--- src/hw/lbcs_pkg.sv ---
package lbcs_pkg;

	// ************************************************************
	// command codes and operation selectors
	// ************************************************************
	localparam logic [15:0] LBCS_CMD_START = 16'h8B00;
	localparam logic [15:0] LBCS_CMD_FETCH = 16'h8B01;
	localparam logic [7:0]  LBCS_OP_CROSS  = 8'h00;
	localparam logic [7:0]  LBCS_OP_LUMA   = 8'h01;
	localparam logic [7:0]  LBCS_AXIS_COL  = 8'h01;
	localparam logic [7:0]  LBCS_BIN_MAX   = 8'h07;

	// ************************************************************
	// parameter limits
	// ************************************************************
	localparam logic [15:0] LBCS_THR_MIN   = 16'h0001;
	localparam logic [15:0] LBCS_THR_MAX   = 16'h0064;
	localparam logic [15:0] LBCS_ANG_MIN   = 16'h0001;
	localparam logic [15:0] LBCS_ANG_MAX   = 16'h0007;

	// ************************************************************
	// result status codes
	// ************************************************************
	localparam logic [7:0]  LBCS_ST_NOERR  = 8'h00;
	localparam logic [7:0]  LBCS_ST_BUSY   = 8'h01;
	localparam logic [7:0]  LBCS_ST_INVAL  = 8'h02;
	localparam logic [7:0]  LBCS_ST_RANGE  = 8'h03;
	localparam logic [7:0]  LBCS_ST_NOENT  = 8'h04;
	localparam logic [7:0]  LBCS_ST_NOCMD  = 8'h05;

	// ************************************************************
	// register map (byte addresses) and field positions
	// ************************************************************
	localparam logic [7:0]  LBCS_A_CMD     = 8'h00;
	localparam logic [7:0]  LBCS_A_PARAM0  = 8'h04;
	localparam logic [7:0]  LBCS_A_PARAM1  = 8'h08;
	localparam logic [7:0]  LBCS_A_PARAM2  = 8'h0C;
	localparam logic [7:0]  LBCS_A_PARAM3  = 8'h10;
	localparam logic [7:0]  LBCS_A_RDSEL   = 8'h14;
	localparam logic [7:0]  LBCS_A_RESP    = 8'h18;
	localparam logic [7:0]  LBCS_A_STATUS  = 8'h1C;
	localparam int          LBCS_F_B0      = 0;
	localparam int          LBCS_F_B1      = 8;
	localparam int          LBCS_F_B2      = 16;
	localparam int          LBCS_F_HI      = 16;
	localparam logic [31:0] LBCS_RST_WORD  = 32'h0000_0000;

	// ************************************************************
	// bins and engine states
	// ************************************************************
	localparam int          LBCS_NBINS     = 8;
	localparam int          LBCS_SUM_W     = 24;
	localparam int          LBCS_BIN_SH    = 3;

	typedef logic [LBCS_SUM_W-1:0] lbcs_sums_t [LBCS_NBINS];

	typedef enum logic [1:0] {
		LBCS_IDLE   = 2'b00,
		LBCS_WAIT   = 2'b01,
		LBCS_GATHER = 2'b11,
		LBCS_EVAL   = 2'b10
	} lbcs_state_t;

endpackage
--- src/hw/lbcs_engine.sv ---
// The register addresses and the plain strobed port were left to the implementer.
`timescale 1ns/1ps
// Overview of operation
// - start code 0x8B00 configures and enables engine, returns at once
// - fetch code 0x8B01 completes in one cycle with response values
// - operation selector is 8 bits: 0 cross search, 1 luma recording
// - start fields: op +0, min bin +1, window coordinates at +2..+8
// - edge threshold is 16-bit percent, accepted only 1 to 100
// - max rotation is 16-bit degrees, accepted only 1 to 7
// - start refused busy while running or not streaming
// - cross search shrinks window round brightest bin until min bin size
// - centre reported unclamped, may lie outside search window
// - luma recording ignores min bin size, uses only window coordinates
// - luma mode splits window into 8 row bands and 8 column strips
// - each bin sums pixel luma into 24-bit accumulator
// - bin sums held after run for later fetch
// - pixels from transform stage, gathered only while streaming and sourced
// - only bright cross on dark background is searched for
// - fetch carries bin index 0..7 at +1, axis at +2, 1 means columns
// - luma fetch returns bin sum as 32-bit word at offset zero
// - cross fetch returns centre column at zero and row at two
// - fetch busy while running or not streaming, range error for bad bin
module lbcs_engine
	import lbcs_pkg::*;
#(
	parameter int LUMA_W = 8
) (
	input  wire logic              i_clk,
	input  wire logic              i_srst,
	input  wire logic [7:0]        i_addr,
	input  wire logic [31:0]       i_wdata,
	input  wire logic              i_wr,
	input  wire logic              i_rd,
	output logic      [31:0]       o_rdata,
	input  wire logic              i_system_streaming_state,
	input  wire logic              i_spatial_transform_stage_sel,
	input  wire logic              i_pix_valid,
	input  wire logic [LUMA_W-1:0] i_pix_luma,
	input  wire logic [15:0]       i_pix_col,
	input  wire logic [15:0]       i_pix_row,
	input  wire logic              i_frame_start,
	input  wire logic              i_frame_end,
	output logic                   o_busy,
	output logic                   o_result_valid
);

	// ************************************************************
	// elaboration checks
	// ************************************************************
	if (LUMA_W < 1 || LUMA_W > LBCS_SUM_W) begin : g_bad_luma
		$error("LUMA_W must lie between 1 and the sum width");
	end

	// ************************************************************
	// functions
	// ************************************************************
	// bin of a coordinate; 8 means before the window start or at or past the end of bin 7
	function automatic logic [3:0] bin_of(input logic [15:0] p, input logic [15:0] st,
		input logic [15:0] sz);
		logic [16:0] off;
		logic [3:0]  n;
		off = {1'b0, p} - {1'b0, st};
		n = 4'h8;
		if (!off[16]) begin
			n = 4'h0;
			for (int k = 1; k <= LBCS_NBINS; k++) begin
				if (off >= 17'(k) * {1'b0, sz}) begin
					n = 4'(k);
				end
			end
		end
		return n;
	endfunction
	// brightest bin; ties go to the lowest index
	function automatic logic [2:0] argmax(input lbcs_sums_t s);
		logic [2:0] b;
		b = 3'h0;
		for (int k = 1; k < LBCS_NBINS; k++) begin
			if (s[k] > s[b]) begin
				b = 3'(k);
			end
		end
		return b;
	endfunction

	// ************************************************************
	// parameter registers
	// ************************************************************
	logic [31:0]  param0_r;
	logic [31:0]  param1_r;
	logic [31:0]  param2_r;
	logic [31:0]  param3_r;
	logic [31:0]  rdsel_r;
	always_ff @(posedge i_clk) begin
		if (i_srst) begin
			param0_r <= LBCS_RST_WORD;
			param1_r <= LBCS_RST_WORD;
			param2_r <= LBCS_RST_WORD;
			param3_r <= LBCS_RST_WORD;
			rdsel_r  <= LBCS_RST_WORD;
		end else if (i_wr) begin
			case (i_addr)
				LBCS_A_PARAM0: param0_r <= i_wdata;
				LBCS_A_PARAM1: param1_r <= i_wdata;
				LBCS_A_PARAM2: param2_r <= i_wdata;
				LBCS_A_PARAM3: param3_r <= i_wdata;
				LBCS_A_RDSEL:  rdsel_r  <= i_wdata;
				default: ;
			endcase
		end
	end
	logic [7:0]  p_op;
	logic [7:0]  p_minbin;
	logic [15:0] p_xs;
	logic [15:0] p_xe;
	logic [15:0] p_ys;
	logic [15:0] p_ye;
	logic [15:0] p_thr;
	logic [15:0] p_ang;
	logic [7:0]  f_op;
	logic [7:0]  f_bin;
	logic [7:0]  f_axis;
	assign p_op     = param0_r[LBCS_F_B0 +: 8];
	assign p_minbin = param0_r[LBCS_F_B1 +: 8];
	assign p_xs     = param1_r[LBCS_F_B0 +: 16];
	assign p_xe     = param1_r[LBCS_F_HI +: 16];
	assign p_ys     = param2_r[LBCS_F_B0 +: 16];
	assign p_ye     = param2_r[LBCS_F_HI +: 16];
	assign p_thr    = param3_r[LBCS_F_B0 +: 16];
	assign p_ang    = param3_r[LBCS_F_HI +: 16];
	assign f_op     = rdsel_r[LBCS_F_B0 +: 8];
	assign f_bin    = rdsel_r[LBCS_F_B1 +: 8];
	assign f_axis   = rdsel_r[LBCS_F_B2 +: 8];

	// ************************************************************
	// command decode
	// ************************************************************
	lbcs_state_t state_r;
	logic        result_valid_r;
	logic [7:0]  result_op_r;
	logic        cmd_wr;
	logic        busy;
	logic        start_req;
	logic        start_bad;
	logic        start_go;
	logic        fetch_req;
	logic [16:0] p_xlen;
	logic [16:0] p_ylen;
	assign cmd_wr    = i_wr && (i_addr == LBCS_A_CMD);
	assign busy      = (state_r != LBCS_IDLE);
	assign start_req = cmd_wr && (i_wdata[15:0] == LBCS_CMD_START);
	assign fetch_req = cmd_wr && (i_wdata[15:0] == LBCS_CMD_FETCH);
	assign p_xlen    = {1'b0, p_xe} - {1'b0, p_xs} + 17'h00001;
	assign p_ylen    = {1'b0, p_ye} - {1'b0, p_ys} + 17'h00001;
	// a window narrower than 8 pixels would give zero-sized bins
	assign start_bad = (p_op != LBCS_OP_CROSS && p_op != LBCS_OP_LUMA)
		|| p_thr < LBCS_THR_MIN || p_thr > LBCS_THR_MAX
		|| p_ang < LBCS_ANG_MIN || p_ang > LBCS_ANG_MAX
		|| p_xlen[16] || p_ylen[16] || p_xlen < 17'h00008 || p_ylen < 17'h00008;
	assign start_go  = start_req && !busy && i_system_streaming_state && !start_bad;

	// ************************************************************
	// working window and sizes
	// ************************************************************
	logic [15:0] win_xs_r;
	logic [15:0] win_xe_r;
	logic [15:0] win_ys_r;
	logic [15:0] win_ye_r;
	logic [7:0]  run_op_r;
	logic [7:0]  minbin_r;
	logic [16:0] xlen;
	logic [16:0] ylen;
	logic [15:0] xsz;
	logic [15:0] ysz;
	assign xlen = {1'b0, win_xe_r} - {1'b0, win_xs_r} + 17'h00001;
	assign ylen = {1'b0, win_ye_r} - {1'b0, win_ys_r} + 17'h00001;
	assign xsz  = 16'(xlen >> LBCS_BIN_SH);
	assign ysz  = 16'(ylen >> LBCS_BIN_SH);

	// ************************************************************
	// accumulators
	// ************************************************************
	lbcs_sums_t row_sum;
	lbcs_sums_t col_sum;
	logic       pix_ok;
	logic       sums_clr;
	logic [3:0] row_bin;
	logic [3:0] col_bin;
	assign pix_ok   = (state_r == LBCS_GATHER) && i_pix_valid
		&& i_system_streaming_state && i_spatial_transform_stage_sel;
	assign sums_clr = (state_r == LBCS_WAIT) && i_frame_start;
	assign row_bin  = bin_of(i_pix_row, win_ys_r, ysz);
	assign col_bin  = bin_of(i_pix_col, win_xs_r, xsz);
	for (genvar g = 0; g < LBCS_NBINS; g++) begin : g_acc
		always_ff @(posedge i_clk) begin
			if (i_srst || sums_clr) begin
				row_sum[g] <= '0;
				col_sum[g] <= '0;
			end else if (pix_ok) begin
				// a pixel counts in its row bin only inside the column span, and vice versa
				if (row_bin == 4'(g) && col_bin != 4'h8) begin
					row_sum[g] <= row_sum[g] + LBCS_SUM_W'(i_pix_luma);
				end
				if (col_bin == 4'(g) && row_bin != 4'h8) begin
					col_sum[g] <= col_sum[g] + LBCS_SUM_W'(i_pix_luma);
				end
			end
		end
	end

	// ************************************************************
	// centre search step
	// ************************************************************
	logic [2:0]  bx;
	logic [2:0]  by;
	logic [16:0] cx;
	logic [16:0] cy;
	logic [16:0] min_w;
	logic [16:0] nxw;
	logic [16:0] nyw;
	logic [16:0] nxs;
	logic [16:0] nys;
	logic        zoom_done;
	assign bx        = argmax(col_sum);
	assign by        = argmax(row_sum);
	assign cx        = {1'b0, win_xs_r} + 17'({1'b0, xsz} * bx) + 17'(xsz >> 1);
	assign cy        = {1'b0, win_ys_r} + 17'({1'b0, ysz} * by) + 17'(ysz >> 1);
	assign min_w     = 17'({minbin_r, 3'h0});
	assign zoom_done = (xsz <= 16'(minbin_r)) && (ysz <= 16'(minbin_r));
	assign nxw       = ((xlen >> 1) > min_w) ? (xlen >> 1) : min_w;
	assign nyw       = ((ylen >> 1) > min_w) ? (ylen >> 1) : min_w;
	// window start floors at zero; the centre itself is never clamped
	assign nxs       = (cx > (nxw >> 1)) ? cx - (nxw >> 1) : 17'h00000;
	assign nys       = (cy > (nyw >> 1)) ? cy - (nyw >> 1) : 17'h00000;

	// ************************************************************
	// engine state machine
	// ************************************************************
	logic [15:0] ctr_x_r;
	logic [15:0] ctr_y_r;
	always_ff @(posedge i_clk) begin
		if (i_srst) begin
			state_r <= LBCS_IDLE;
		end else begin
			case (state_r)
				LBCS_IDLE:   if (start_go) state_r <= LBCS_WAIT;
				LBCS_WAIT:   if (!i_system_streaming_state) state_r <= LBCS_IDLE;
					else if (i_frame_start) state_r <= LBCS_GATHER;
				LBCS_GATHER: if (!i_system_streaming_state) state_r <= LBCS_IDLE;
					else if (i_frame_end) state_r <= LBCS_EVAL;
				LBCS_EVAL:   if (run_op_r == LBCS_OP_LUMA || zoom_done) state_r <= LBCS_IDLE;
					else state_r <= LBCS_WAIT;
				default:     state_r <= LBCS_IDLE;
			endcase
		end
	end

	always_ff @(posedge i_clk) begin
		if (i_srst) begin
			win_xs_r <= 16'h0000;
			win_xe_r <= 16'h0000;
			win_ys_r <= 16'h0000;
			win_ye_r <= 16'h0000;
			run_op_r <= LBCS_OP_CROSS;
			minbin_r <= 8'h01;
		end else if (start_go) begin
			win_xs_r <= p_xs;
			win_xe_r <= p_xe;
			win_ys_r <= p_ys;
			win_ye_r <= p_ye;
			run_op_r <= p_op;
			minbin_r <= (p_minbin == 8'h00) ? 8'h01 : p_minbin;
		end else if (state_r == LBCS_EVAL && run_op_r == LBCS_OP_CROSS && !zoom_done) begin
			win_xs_r <= nxs[15:0];
			win_xe_r <= 16'(nxs + nxw - 17'h00001);
			win_ys_r <= nys[15:0];
			win_ye_r <= 16'(nys + nyw - 17'h00001);
		end
	end

	always_ff @(posedge i_clk) begin
		if (i_srst) begin
			result_valid_r <= 1'b0;
			result_op_r    <= LBCS_OP_CROSS;
			ctr_x_r        <= 16'h0000;
			ctr_y_r        <= 16'h0000;
		end else if (start_go) begin
			result_valid_r <= 1'b0;
			result_op_r    <= p_op;
		end else if (state_r == LBCS_EVAL) begin
			if (run_op_r == LBCS_OP_LUMA) begin
				result_valid_r <= 1'b1;
			end else if (zoom_done) begin
				result_valid_r <= 1'b1;
				ctr_x_r        <= cx[15:0];
				ctr_y_r        <= cy[15:0];
			end
		end
	end

	// ************************************************************
	// command status and response
	// ************************************************************
	logic [7:0]  cmd_status_r;
	logic [31:0] resp_r;
	always_ff @(posedge i_clk) begin
		if (i_srst) begin
			cmd_status_r <= LBCS_ST_NOERR;
			resp_r       <= LBCS_RST_WORD;
		end else if (start_req) begin
			if (busy || !i_system_streaming_state) begin
				cmd_status_r <= LBCS_ST_BUSY;
			end else if (start_bad) begin
				cmd_status_r <= LBCS_ST_INVAL;
			end else begin
				cmd_status_r <= LBCS_ST_NOERR;
			end
		end else if (fetch_req) begin
			if (busy || !i_system_streaming_state) begin
				cmd_status_r <= LBCS_ST_BUSY;
			end else if (!result_valid_r || f_op != result_op_r) begin
				cmd_status_r <= LBCS_ST_NOENT;
			end else if (f_op == LBCS_OP_LUMA && f_bin > LBCS_BIN_MAX) begin
				cmd_status_r <= LBCS_ST_RANGE;
			end else begin
				cmd_status_r <= LBCS_ST_NOERR;
				if (f_op == LBCS_OP_LUMA) begin
					resp_r <= (f_axis == LBCS_AXIS_COL) ? 32'(col_sum[f_bin[2:0]])
						: 32'(row_sum[f_bin[2:0]]);
				end else begin
					resp_r <= {ctr_y_r, ctr_x_r};
				end
			end
		end else if (cmd_wr) begin
			cmd_status_r <= LBCS_ST_NOCMD;
		end
	end

	// ************************************************************
	// register read
	// ************************************************************
	always_ff @(posedge i_clk) begin
		if (i_srst) begin
			o_rdata <= LBCS_RST_WORD;
		end else if (i_rd) begin
			case (i_addr)
				LBCS_A_CMD:    o_rdata <= 32'(cmd_status_r);
				LBCS_A_PARAM0: o_rdata <= param0_r;
				LBCS_A_PARAM1: o_rdata <= param1_r;
				LBCS_A_PARAM2: o_rdata <= param2_r;
				LBCS_A_PARAM3: o_rdata <= param3_r;
				LBCS_A_RDSEL:  o_rdata <= rdsel_r;
				LBCS_A_RESP:   o_rdata <= resp_r;
				LBCS_A_STATUS: o_rdata <= {16'h0000, result_op_r, 4'h0, state_r,
					result_valid_r, busy};
				default:       o_rdata <= LBCS_RST_WORD;
			endcase
		end else begin
			o_rdata <= LBCS_RST_WORD;
		end
	end
	assign o_busy         = busy;
	assign o_result_valid = result_valid_r;
endmodule

--- config.mk ---
export PLATFORM = sky130hd
export DESIGN_NAME = lbcs_engine
export DESIGN_NICKNAME = d
export VERILOG_FILES = /design/src/hw/lbcs_pkg.sv /design/src/hw/lbcs_engine.sv
export SDC_FILE = /design/constraint.sdc
export NUM_CORES = 2
export LEC_CHECK = 0
export BUFFER_PORTS_ARGS = -buffer_cell sky130_fd_sc_hd__buf_4
export CAP_MARGIN = 20
export CORE_ASPECT_RATIO = 1.1
export CORE_MARGIN = 2
export CORE_UTILIZATION = 67
export CTS_BUF_LIST = sky130_fd_sc_hd__clkbuf_8
export DETAILED_ROUTE_END_ITERATION = 7
export GPL_ROUTABILITY_DRIVEN = 0
export PLACE_DENSITY = 0.83
export SLEW_MARGIN = 25
export SYNTH_ARGS = -nofsm -noshare
export SYNTH_HDL_FRONTEND = slang
export SYNTH_SLANG_ARGS = --single-unit
--- constraint.sdc ---
create_clock -name i_clk -period 36 [get_ports i_clk]
set_input_delay 1.8 -clock i_clk [delete_from_list [all_inputs] [get_ports i_clk]]
set_output_delay 1.8 -clock i_clk [all_outputs]
set_load 0.01 [all_outputs]
==> metrics.csv <==
stage;metric;value;unit
yosys;Synth async-reset ratio;0;%
detailed_routing;Remaining DRCs;106;
timing;clk_skew;0.07435;ns
timing;Max Clk Rate;31.97;MHz
layout;Final nets;10474;
pwr;Internal;1.312;mW
yosys;count leader, synth;ha_1;
setup_path;Worst setup EP type;flop;
floorplan;die extent in y;351.2;um
detailed_routing;per-cell routed wire length;24.65;um
clock_network;H-tree Lvls;4;
pwr;Pleak;34.17;nW
clock_network;clk buf depth;3;
hold_path;HP Class;reg2reg;
clock_network;post-CTS setup buffers;0;
global_routing;antenna violations before repair;19;
detailed_routing;Final ANT Viol Nets;0;
pwr;Comb pwr share;10.3;%
setup_path;CP arrival;32.08;ns
pwr;Pwr per Cell Area;23.40;nW/um2
setup_path;Setup crit start;col_sum[177];
global_routing;pin count of the biggest net entering global routing;204;
yosys;Cell variety after synth;96;
yosys;leading area contributor after synthesis;dfxtp_1;
layout;filler instances;8422;
timing;Final Max Slew Viols;0;
yosys;Synth Instances;9144;
pwr;sw frac;28.84;%
yosys;Post-Synth XOR/XNOR Area;5.278;%
clock_network;CTS tree;done;
yosys;Synth warnings;0;
yosys;Synth Area in Adders;22.76;%
pwr;maximum vdd drop;0.02649;mV
timing;Slew headroom;21.98;%
placement;# port buffers;122;
floorplan;IO Count;123;
run_status;status;finished with violations;
run_status;failing checks;DRC;
floorplan;core area;108800;um2
clock_network;TritonCTS Buffers;131;
floorplan;Initial Util;67.47;%
detailed_routing;TritonRoute pass-1 iters;8;
setup_path;Setup crit end;win_xe_r[15];
pwr;total power;1.843;mW
setup_path;Req. time, crit path;36.81;ns
setup_path;reg2reg start;col_sum[177];
layout;Area Overhead vs Synth;7.272;%
timing;post-layout min period;31.28;ns
placement;DP HPWL;197.3;mm
setup_path;crit path kind;reg2reg;
timing;RSZ-0062 raised after global routing;false;
yosys;Most used DFF post-synth;dfxtp_1;
detailed_routing;DR vias/cell;6.988;
yosys;Synth Area in Simple Gates;18.31;%
setup_path;r2r setup slk;4.72;ns
setup_path;slowest stage cell, crit path;nor2_1;
setup_path;Largest stage delay, worst path;0.84;ns
yosys;Cell Area, Synth;73440;um2
timing;final worst path period share;86.88;%
pwr;clock network power share;46.1;%
global_routing;vias in the first global route;71499;
yosys;Synth top area share;19.79;%
pwr;net load switching power;0.5317;mW
clock_network;CTS root buffer;clkbuf_8;
floorplan;die area;112300;um2
yosys;synth cell count leaders;ha_1 (1118), nand2_1 (952), a21oi_1 (843);
setup_path;Max FO, Critical Path;60;
yosys;Mapped Avg Cell Area;8.031;um2
floorplan;Die W;319.7;um
global_routing;first-pass GRT wire length;402.1;mm
timing;Hold Fails Final Rpt;0;
floorplan;FP Rows;127;
setup_path;reg2reg path depth;118;
clock_network;worst-skew pair later-pin latency;0.93;ns
yosys;complex-gate fraction of the synthesized area;21.31;%
timing;slew at the pin with the worst max-slew slack;1.170;ns
timing;final setup TNS;0;ns
yosys;multiplexer area fraction after synthesis;7.370;%
yosys;largest cells by area after synthesis;dfxtp_1 (20%), ha_1 (19%), a21oi_1 (5.7%);
global_routing;GR Overflow Total;0;
yosys;Synth Net Count;10485;
yosys;register area share after synthesis;19.79;%
setup_path;reg-to-reg critical path endpoint;win_xe_r[15];
clock_network;clock sink count;726;
detailed_routing;detailed-route wire length;262.6;mm
global_routing;All-Layer GR Usage;45.64;%
yosys;EDFF count, synth;0;
detailed_routing;routed vias;74456;
run;Maximum Capacitance Violations;0;
clock_network;Hold Buf Count CTS;0;
pwr;Seq pwr share;43.6;%
timing;Final setup viols;0;
layout;share of layout cells above drive strength 1;7.648;%
yosys;combinational family with the most area after synthesis;adder cells;
yosys;#FFs+latches synth;726;
setup_path;Setup crit start kind;flop;
clock_network;clk slew on worst S/H paths;0.06;ns
hold_path;min-delay src;ctr_y_r[13];
clock_network;post_cts resized;0;
detailed_routing;starting DRC count in detailed routing;10386;
per-stage QoR:
step	setup WS [ns]	hold WS (ns)	cells	instance area [um2]	utilization, %
after CTS	6.188	0.4585	10647	78650	72.26
after global placement	6.791	0.4359	10415	75840	69.67
after floorplan	10.11	0.4274	9144	73440	-
after global routing	3.677	0.4711	10652	78770	72.37
final	4.722	0.4474	10655	78780	72.37
after detailed placement	6.239	0.4487	10416	75860	69.69
cell type report:
type / count / area (um2) / share of cell area, %
multi-input cells: 7409 / 55370 / 70.29
flip-flops and latches: 726 / 14540 / 18.46
inverters: 607 / 2278 / 2.892
clock buffers: 159 / 2188 / 2.778
repair buffers: 258 / 2007 / 2.548
well taps: 1419 / 1775 / 2.254
clock inverters: 72 / 604.3 / 0.7671
diodes: 5 / 12.51 / 0.01588
worst min-delay path by stage:
stage	to	slack, ns	cells past startpoint
global placement	win_xe_r[0]	0.44	2
finish	resp_r[29]	0.45	2
detailed placement	param0_r[24]	0.45	2
floorplan	win_xe_r[0]	0.43	2
global route	resp_r[27]	0.47	2
CTS	resp_r[27]	0.46	2
sequential cells by signal, indices dropped and copies added (netlist names), 32 cells and up:
name      count
col_sum     192
o_rdata      32
param0_r     32
param1_r     32
param2_r     32
param3_r     32
rdsel_r      32
resp_r       32
row_sum     192
worst max-delay path, delay by kind of cell, from the launching register on:
family | cells | cell delay (ns)
AO/OA/AOI/OAI | 66 | 16.07
AND/OR/NAND/NOR | 21 | 5.99
adder cells (fa/ha/maj) | 15 | 5.04
buffers and inverters | 12 | 2.88
flip-flops | 1 | 0.57
XOR/XNOR | 3 | 0.42
multiplexers | 1 | 0.14
power by group through the flow:
stage	Clock [mW]	Sequential, mW	Combinational [mW]
global route	0.884	0.803	0.206
detailed placement	0	0.822	0.181
global placement	0	0.822	0.172
floorplan	0	0.821	0.115
CTS	0.848	0.804	0.182
finish	0.850	0.804	0.190
cells in the final DEF (no fill, tap or decap), drive strengths merged, types with 84 or more instances in the layout:
master	n
o21bai	94
mux4	120
buf	257
nor2b	119
dfxtp	726
o21ai	416
mux2i	246
a21oi	845
nand3	198
nor3	149
nand2b	92
a31oi	84
clkbuf	160
fa	134
a22oi	126
a211oi	120
or3	87
ha	1118
xor2	148
nand4	119
xnor2	292
nor2	789
a21o	264
nand2	952
o21a	100
inv	648
cell families after synthesis:
kind of cell / count (synthesis)
flip-flops: 726
AO/OA/AOI/OAI: 2463
buffers and inverters: 1009
multiplexers: 388
XOR/XNOR: 441
AND/OR/NAND/NOR: 2861
adder cells (fa/ha/maj): 1256
routing by layer:
metal / up-vias / global-route usage, % / wire length, um
met4: 22 / 39.76 / 28440
met1: 34302 / 51.09 / 89790
met2: 5258 / 69.38 / 109600
li1: 33099 / - / -
met3: 1775 / 15.72 / 34600
met5: - / 0.8547 / 187
Power figures use the tool's default switching activity.
